**src/hdl/sfh_pkg.sv**
```systemverilog
// constants, types and decode layouts of the speech frame header parser
// Functional notes
// - every field is shifted in and decoded most significant bit first
// - 144, 160 and 192 bit frames select the 7.2, 8.0 and 9.6 layouts
// - 56 bit frames: 3-bit coder type, active flag then variant, 53 core bits
// - variable rate mode accepts prototype, noise-excited and 7.2 frames
// - at 7.2 and 8.0 a joint index also picks predictive or transform core
// - at 9.6 the core choice comes from inside the coder type field
// - 264 bit frames: 5-bit joint index, also tells predictive or transform
// - at 264 a transform core is followed by one core select bit
// - at 264 the transform-excited core carries a 2-bit sub-type
// - at 264 predictive frames with extension carry a time/frequency flag
// - 328 bits: 2-bit bandwidth, reserved flag, coder type of 2 to 4 bits
// - 488 bits: 2-bit bandwidth, reserved flag, core family flag
// - transform family flag is followed by the transform core select bit
// - transform-excited core is followed by a 2-bit sub-type
// - high quality core: previous-core bit, internal rate bit only if set
package sfh_pkg;

  // frame lengths in bits
  localparam logic [9:0] LEN_LOW  = 10'h038;
  localparam logic [9:0] LEN_7K2  = 10'h090;
  localparam logic [9:0] LEN_8K0  = 10'h0A0;
  localparam logic [9:0] LEN_9K6  = 10'h0C0;
  localparam logic [9:0] LEN_13K2 = 10'h108;
  localparam logic [9:0] LEN_16K4 = 10'h148;
  localparam logic [9:0] LEN_24K4 = 10'h1E8;

  // header window: longest header is 8 bits
  localparam int         HDR_WIN  = 8;
  localparam logic [2:0] CNT_LAST = 3'h7;

  // header lengths
  localparam logic [3:0] HL_3 = 4'h3;
  localparam logic [3:0] HL_4 = 4'h4;
  localparam logic [3:0] HL_5 = 4'h5;
  localparam logic [3:0] HL_6 = 4'h6;
  localparam logic [3:0] HL_7 = 4'h7;
  localparam logic [3:0] HL_8 = 4'h8;

  typedef enum logic [2:0] {
    RATE_LOW = 3'h0, RATE_7K2 = 3'h1, RATE_8K0 = 3'h2, RATE_9K6 = 3'h3,
    RATE_13K2 = 3'h4, RATE_16K4 = 3'h5, RATE_24K4 = 3'h6, RATE_NONE = 3'h7
  } sfh_rate_type;

  typedef enum logic [1:0] {
    CORE_PRED = 2'h0, CORE_HQ = 2'h1, CORE_TCX = 2'h2
  } sfh_core_type;

  typedef enum logic [1:0] {
    EXT_NONE = 2'h0, EXT_TIME = 2'h1, EXT_FREQ = 2'h2
  } sfh_ext_type;

  typedef enum logic [1:0] {
    ST_IDLE = 2'b00, ST_COLL = 2'b01
  } sfh_state_type;

  typedef struct packed {
    sfh_rate_type rate;
    sfh_core_type core;
    sfh_ext_type  ext;
    logic [1:0]   bandwidth_index;
    logic [3:0]   coder_type_index;
    logic [4:0]   joint_index;
    logic         redundancy_flag;
    logic         lowrate_active;
    logic         noise_excited_frame;
    logic [1:0]   transform_coder_subtype;
    logic         prev_was_pred;
    logic         int_rate_16k;
    logic [3:0]   hdr_len;
    logic [9:0]   core_bits;
  } sfh_fields_type;

  localparam sfh_fields_type FIELDS_RST = '{rate: RATE_NONE, core: CORE_PRED, ext: EXT_NONE,
                                           default: '0};

endpackage : sfh_pkg

```
**src/hdl/sfh_parser.sv**
```systemverilog
// speech frame header parser: rate from length, serial field decode
`timescale 1ns/1ps
module sfh_parser
  import sfh_pkg::*;
(
  // clock and reset
  input  wire logic           clk,
  input  wire logic           rst,
  // frame stream from depacketizer
  input  wire logic           frm_start,
  input  wire logic [9:0]     frm_bits,
  input  wire logic           bit_vld,
  input  wire logic           bit_dat,
  // decoded header
  output logic                hdr_vld_ff,
  output logic                unsup_ff,
  output sfh_fields_type      fields_ff
);

  sfh_state_type   state_ff, nxt_state;
  logic [2:0]      cnt_ff, nxt_cnt;
  logic [7:0]      shf_ff, nxt_shf;
  logic [9:0]      len_ff, nxt_len;
  logic            nxt_hdr_vld, nxt_unsup;
  sfh_fields_type  nxt_fields;

  // length to rate; anything else is unsupported
  function automatic sfh_rate_type rate_of(input logic [9:0] n);
    case (n)
      LEN_LOW:  rate_of = RATE_LOW;
      LEN_7K2:  rate_of = RATE_7K2;
      LEN_8K0:  rate_of = RATE_8K0;
      LEN_9K6:  rate_of = RATE_9K6;
      LEN_13K2: rate_of = RATE_13K2;
      LEN_16K4: rate_of = RATE_16K4;
      LEN_24K4: rate_of = RATE_24K4;
      default:  rate_of = RATE_NONE;
    endcase
  endfunction : rate_of

  // field decode; b[7] is the first bit received
  function automatic sfh_fields_type decode(input logic [9:0] n, input logic [7:0] b);
    sfh_fields_type f;
    f = FIELDS_RST;
    f.rate = rate_of(n);
    case (f.rate)
      RATE_LOW: begin
        f.coder_type_index    = {1'b0, b[7:5]};
        f.lowrate_active      = b[7];
        f.noise_excited_frame = b[6];
        f.bandwidth_index     = {1'b0, b[5]};            // narrow or wide
        f.hdr_len             = HL_3;
      end
      RATE_7K2, RATE_8K0: begin
        f.joint_index = {1'b0, b[7:4]};
        f.core        = b[7] ? CORE_HQ : CORE_PRED;
        f.hdr_len     = HL_4;
      end
      RATE_9K6: begin
        f.bandwidth_index  = b[7:6];
        f.coder_type_index = {1'b0, b[5:3]};
        f.core             = b[5] ? CORE_TCX : CORE_PRED;
        f.hdr_len          = HL_5;
      end
      RATE_13K2: begin
        f.joint_index     = b[7:3];
        f.redundancy_flag = b[3];
        if (b[7]) begin
          // transform family: select bit, then sub-type for the excited core
          if (b[2]) begin
            f.core                    = CORE_TCX;
            f.transform_coder_subtype = b[1:0];
            f.hdr_len                 = HL_8;
          end else begin
            f.core    = CORE_HQ;
            f.hdr_len = HL_6;
          end
        end else if (b[6]) begin
          f.ext     = b[2] ? EXT_FREQ : EXT_TIME;
          f.hdr_len = HL_6;
        end else begin
          f.hdr_len = HL_5;
        end
      end
      RATE_16K4: begin
        f.bandwidth_index = b[7:6];
        f.redundancy_flag = b[5];                        // reserved
        case (b[4:3])
          2'b00: begin
            f.core             = CORE_HQ;
            f.coder_type_index = {2'b00, b[4:3]};
            f.hdr_len          = HL_5;
          end
          2'b11: begin
            f.core             = CORE_TCX;
            f.coder_type_index = b[4:1];
            f.hdr_len          = HL_7;
          end
          default: begin
            f.coder_type_index = {1'b0, b[4:2]};
            f.hdr_len          = HL_6;
          end
        endcase
      end
      RATE_24K4: begin
        f.bandwidth_index = b[7:6];
        f.redundancy_flag = b[5];                        // reserved
        if (b[4]) begin
          if (b[3]) begin
            f.core                    = CORE_TCX;
            f.transform_coder_subtype = b[2:1];
            f.hdr_len                 = HL_7;
          end else begin
            f.core          = CORE_HQ;
            f.prev_was_pred = b[2];
            f.int_rate_16k  = b[2] & b[1];
            f.hdr_len       = b[2] ? HL_7 : HL_6;
          end
        end else begin
          f.coder_type_index = {2'b00, b[3:2]};
          f.hdr_len          = HL_6;
        end
      end
      default: f.hdr_len = '0;
    endcase
    // extension bits are not split off; downstream knows their size
    f.core_bits = n - {6'h00, f.hdr_len};
    return f;
  endfunction : decode

  // next state: collect the header window, then emit once
  always_comb begin
    nxt_state   = state_ff;
    nxt_cnt     = cnt_ff;
    nxt_shf     = shf_ff;
    nxt_len     = len_ff;
    nxt_hdr_vld = 1'b0;
    nxt_unsup   = 1'b0;
    nxt_fields  = fields_ff;
    // a new frame aborts any header still being collected
    if (frm_start) begin
      nxt_cnt = '0;
      nxt_len = frm_bits;
      if (rate_of(frm_bits) == RATE_NONE) begin
        nxt_unsup = 1'b1;
        nxt_state = ST_IDLE;
      end else begin
        nxt_state = ST_COLL;
      end
    end else begin
      case (state_ff)
        ST_IDLE: nxt_state = ST_IDLE;
        ST_COLL: begin
          if (bit_vld) begin
            nxt_shf = {shf_ff[6:0], bit_dat};
            nxt_cnt = cnt_ff + 3'h1;
            if (cnt_ff == CNT_LAST) begin
              nxt_fields  = decode(len_ff, {shf_ff[6:0], bit_dat});
              nxt_hdr_vld = 1'b1;
              nxt_state   = ST_IDLE;
            end
          end
        end
        default: nxt_state = ST_IDLE;
      endcase
    end
  end

  // registers only
  always_ff @(posedge clk or posedge rst) begin
    if (rst) begin
      state_ff   <= ST_IDLE;
      cnt_ff     <= '0;
      shf_ff     <= '0;
      len_ff     <= '0;
      hdr_vld_ff <= 1'b0;
      unsup_ff   <= 1'b0;
      fields_ff  <= FIELDS_RST;
    end else begin
      state_ff   <= nxt_state;
      cnt_ff     <= nxt_cnt;
      shf_ff     <= nxt_shf;
      len_ff     <= nxt_len;
      hdr_vld_ff <= nxt_hdr_vld;
      unsup_ff   <= nxt_unsup;
      fields_ff  <= nxt_fields;
    end
  end
endmodule : sfh_parser

```
**config.mk**
```make
export PLATFORM = sky130hd
export DESIGN_NAME = sfh_parser
export DESIGN_NICKNAME = d
export VERILOG_FILES = /design/src/hdl/sfh_pkg.sv /design/src/hdl/sfh_parser.sv
export SDC_FILE = /design/constraint.sdc
export NUM_CORES = 1
export LEC_CHECK = 0
export BUFFER_PORTS_ARGS = -buffer_cell sky130_fd_sc_hd__clkbuf_2
export CAP_MARGIN = 10
export CELL_PAD_IN_SITES_DETAIL_PLACEMENT = 1
export CELL_PAD_IN_SITES_GLOBAL_PLACEMENT = 2
export CORE_MARGIN = 3
export CORE_UTILIZATION = 35
export DETAILED_ROUTE_END_ITERATION = 6
export GPL_TIMING_DRIVEN = 0
export PLACE_DENSITY = 0.81
export SYNTH_ARGS = -nofsm -noshare
export SYNTH_HDL_FRONTEND = slang
export SYNTH_SLANG_ARGS = --single-unit
```
**constraint.sdc**
```tcl
create_clock -name clk -period 4.2 [get_ports clk]
set_input_delay 0.63 -clock clk [delete_from_list [all_inputs] [get_ports clk]]
set_output_delay 0.63 -clock clk [all_outputs]
set_load 0.01 [all_outputs]
```
==> impl_metrics.tcl <==
set metrics [dict create \
    status "finished clean" \
    ys_seq_area_share_pct 45.12 \
    grt_usage_pct 19.51 \
    cts.repair.resized 0 \
    drcViolationCount 0 \
    finalNonFillerCells 559 \
    die_area_um2 11080 \
    nets 452 \
    skew_ps 9.773 \
    first_iter_violations 137 \
    required_ps 4420 \
    layout_common_cells "59 x dfrtp_1, 54 x nand2_1, 54 x clkbuf_2" \
    ys.warnings.count 0 \
    grt_overflow_total 0 \
    cp-end-kind "flip-flop" \
    diodes 0 \
    grt_pass1_vias 3123 \
    antenna_left 0 \
    antenna_found_initial 0 \
    vias 2970 \
    synth-adder-area-share_pct 4.574 \
    dp_cells 543 \
    max-slew-margin-rel_pct 47.11 \
    wl_per_cell_um 17.90 \
    die_w_um 105.2 \
    crit_arrival_ps 3990 \
    tightestPinTransition_ps 791.6 \
    powerDensity_nw_per_um2 357.5 \
    synthSimpleGateAreaFrac_pct 22.61 \
    synth_cell_types 57 \
    ctsRootBufferMaster "clkbuf_8" \
    muxShareOfSynthArea_pct 4.828 \
    avgSynthCellArea_um2 9.602 \
    criticalPathCategory "reg -> reg" \
    fillers 1126 \
    start_util_pct 36.61 \
    dieHeight_um 105.2 \
    cap_violations 0 \
    clockBufferDepth 2 \
    ir_drop_mv 0.1770 \
    first_pass_iters 4 \
    grt_max_degree 35 \
    synthArstFlopShare_pct 100.0 \
    cts_hold_buffers 0 \
    routabilityCongestion 0.8708 \
    grt_setup_unrepaired "no" \
    netlist_instances 359 \
    final_hold_viol_count 0 \
    wl_um 10010 \
    worst_setup_path_start_kind "flip-flop" \
    worst_hold_path_type "in -> async" \
    post_cts_buffers 0 \
    cts_tree "done" \
    layout-drive-gt1-share_pct 26.28 \
    crit_fanout 10 \
    final_area_um2 4114 \
    grt_pass1_wl_um 16990 \
    multiInputGateArea_um2 1729 \
    period_minus_slack_ps 3774 \
    path_clk_slew_ps 70 \
    p_int_uw 1052 \
    placed_cell_area_um2 3899 \
    cts_buffers 9 \
    setup_viol 0 \
    synth_seq_cells 62 \
    swShare_pct 28.47 \
    syn_to_final_growth_pct 19.35 \
    p_seq_share_pct 43.6 \
    synth_compound_area_share_pct 16.37 \
    p_sw_uw 418.8 \
    io_buffers 54 \
    fin_util_pct 43.69 \
    p_leak_uw 0.001868 \
    power_uw 1471 \
    ctsHtreeMaxLevel 3 \
    synth_top_family_by_area "simple AND/OR/NAND/NOR gates" \
    syn_nets 386 \
    seq_area_um2 1555 \
    io_pins 56 \
    yosysTopAreaCellShare_pct 42.83 \
    synth_xor_xnor_area_share_pct 1.779 \
    power_frac_clock_pct 40.1 \
    finalSetupTns_ps 0 \
    report.final.slew_viol_count 0 \
    core_um2 9415 \
    synth-edff-count 0 \
    synth_top_cell_by_area "dfrtp_1" \
    fmax_mhz 265.0 \
    syn_area_um2 3447 \
    yosys-top-cells-area "dfrtp_1 43%, nand2_1 5.9%, o21ai_0 5.1%, mux2_2 4.2%, ha_1 4.0%" \
    final_common_cell "dfrtp_1" \
    clkLatencyLatePin_ps 350 \
    combinationalPowerShare_pct 16.3 \
    numClockSinks 62 \
    hpwlAfterDp_um 7464 \
    viasPerCell 5.313 \
    core.rowCount 35 \
    ys.flop_type "dfrtp_1" \
    finalCritPeriodShare_pct 89.85 \
]
[state kept, by name (all words and copies together) (netlist names)]
register / cells
state_ff: 1
unsup_ff: 1
hdr_vld_ff: 1
fields_ff: 39
shf_ff: 7
cnt_ff: 3
len_ff: 10
[per-stage QoR]
stage / setup slack [ps] / hold WS [ps]
detailed placement: 431.4 / 471.2
global placement: 560.9 / 452.7
global route: 88.93 / 388.4
floorplan: 1185 / 486.2
CTS: 431.4 / 350.9
finish: 426.2 / 331.9
[synthesized netlist by cell type, drive strengths merged, types with 6 or more instances]
master and n:
or3 6, dfrtp 59, ha 11, nand2 54, nand3 16, a21oi 6
clkbuf 15, buf 10, a22oi 7, mux2 13, nor4 6, inv 12
nor2 20, o21ai 39, a31oi 10
[power groups by stage]
| stage | sequential [uW] | combinational [uW] | clock (uW) |
|---|---|---|---|
| 3_5_place_dp | 652 | 238 | 0 |
| 4_1_cts | 641 | 240 | 603 |
| 3_3_place_gp | 651 | 230 | 0 |
| 5_1_grt | 644 | 268 | 628 |
| 2_1_floorplan | 645 | 171 | 0 |
| 6_report | 642 | 239 | 589 |
[cells by family after synthesis]
group	count (synthesis)
simple gates	140
compound gates	86
flops	62
buf+inv	37
mux	15
fa+ha+maj	12
xor+xnor	7
[per-layer routing]
layer / track usage (%) / up-vias / wire, um
met2: 32.01 / 65 / 4847
li1: - / 1424 / -
met4: 6.842 / 0 / 142
met1: 26.12 / 1470 / 4592
met3: 3.123 / 11 / 426
met5: 0 / - / 0
[layout make-up]
| class | count | area share, % |
|---|---|---|
| timing repair buffer | 55 | 7.056 |
| multi-input combinational | 260 | 42.03 |
| inverter | 12 | 1.095 |
| tap | 129 | 3.923 |
| clock buffer | 12 | 3.528 |
| clock inverter | 4 | 1.703 |
| buffer | 25 | 2.859 |
| sequential | 62 | 37.80 |
[worst paths after layout]
kind                                    start            end  slack [ps]  cells past startpoint
worst min-delay path                      rst     hdr_vld_ff         330                      2
max in group asynchronous                 rst  fields_ff[37]        3200                      3
min in group clk                fields_ff[24]  fields_ff[24]         480                      2
worst min register to register  fields_ff[24]  fields_ff[24]         480                      2
worst max-delay path                shf_ff[3]   fields_ff[6]         430                     14
worst max register to register      shf_ff[3]   fields_ff[6]         430                     14
[critical path, cell delays in order, from the launching register on]
cell	delay (ps)
dfrtp_1	380
clkbuf_1	420
inv_1	240
ha_1	460
nor2b_1	70
o21ai_0	170
nor2_1	70
a2111o_1	470
ha_1	240
fa_1	410
nor2b_1	120
o21ai_0	140
nor3b_1	190
xnor2_1	180
o21ai_0	90
No activity file was read; power rests on OpenSTA's default activity.
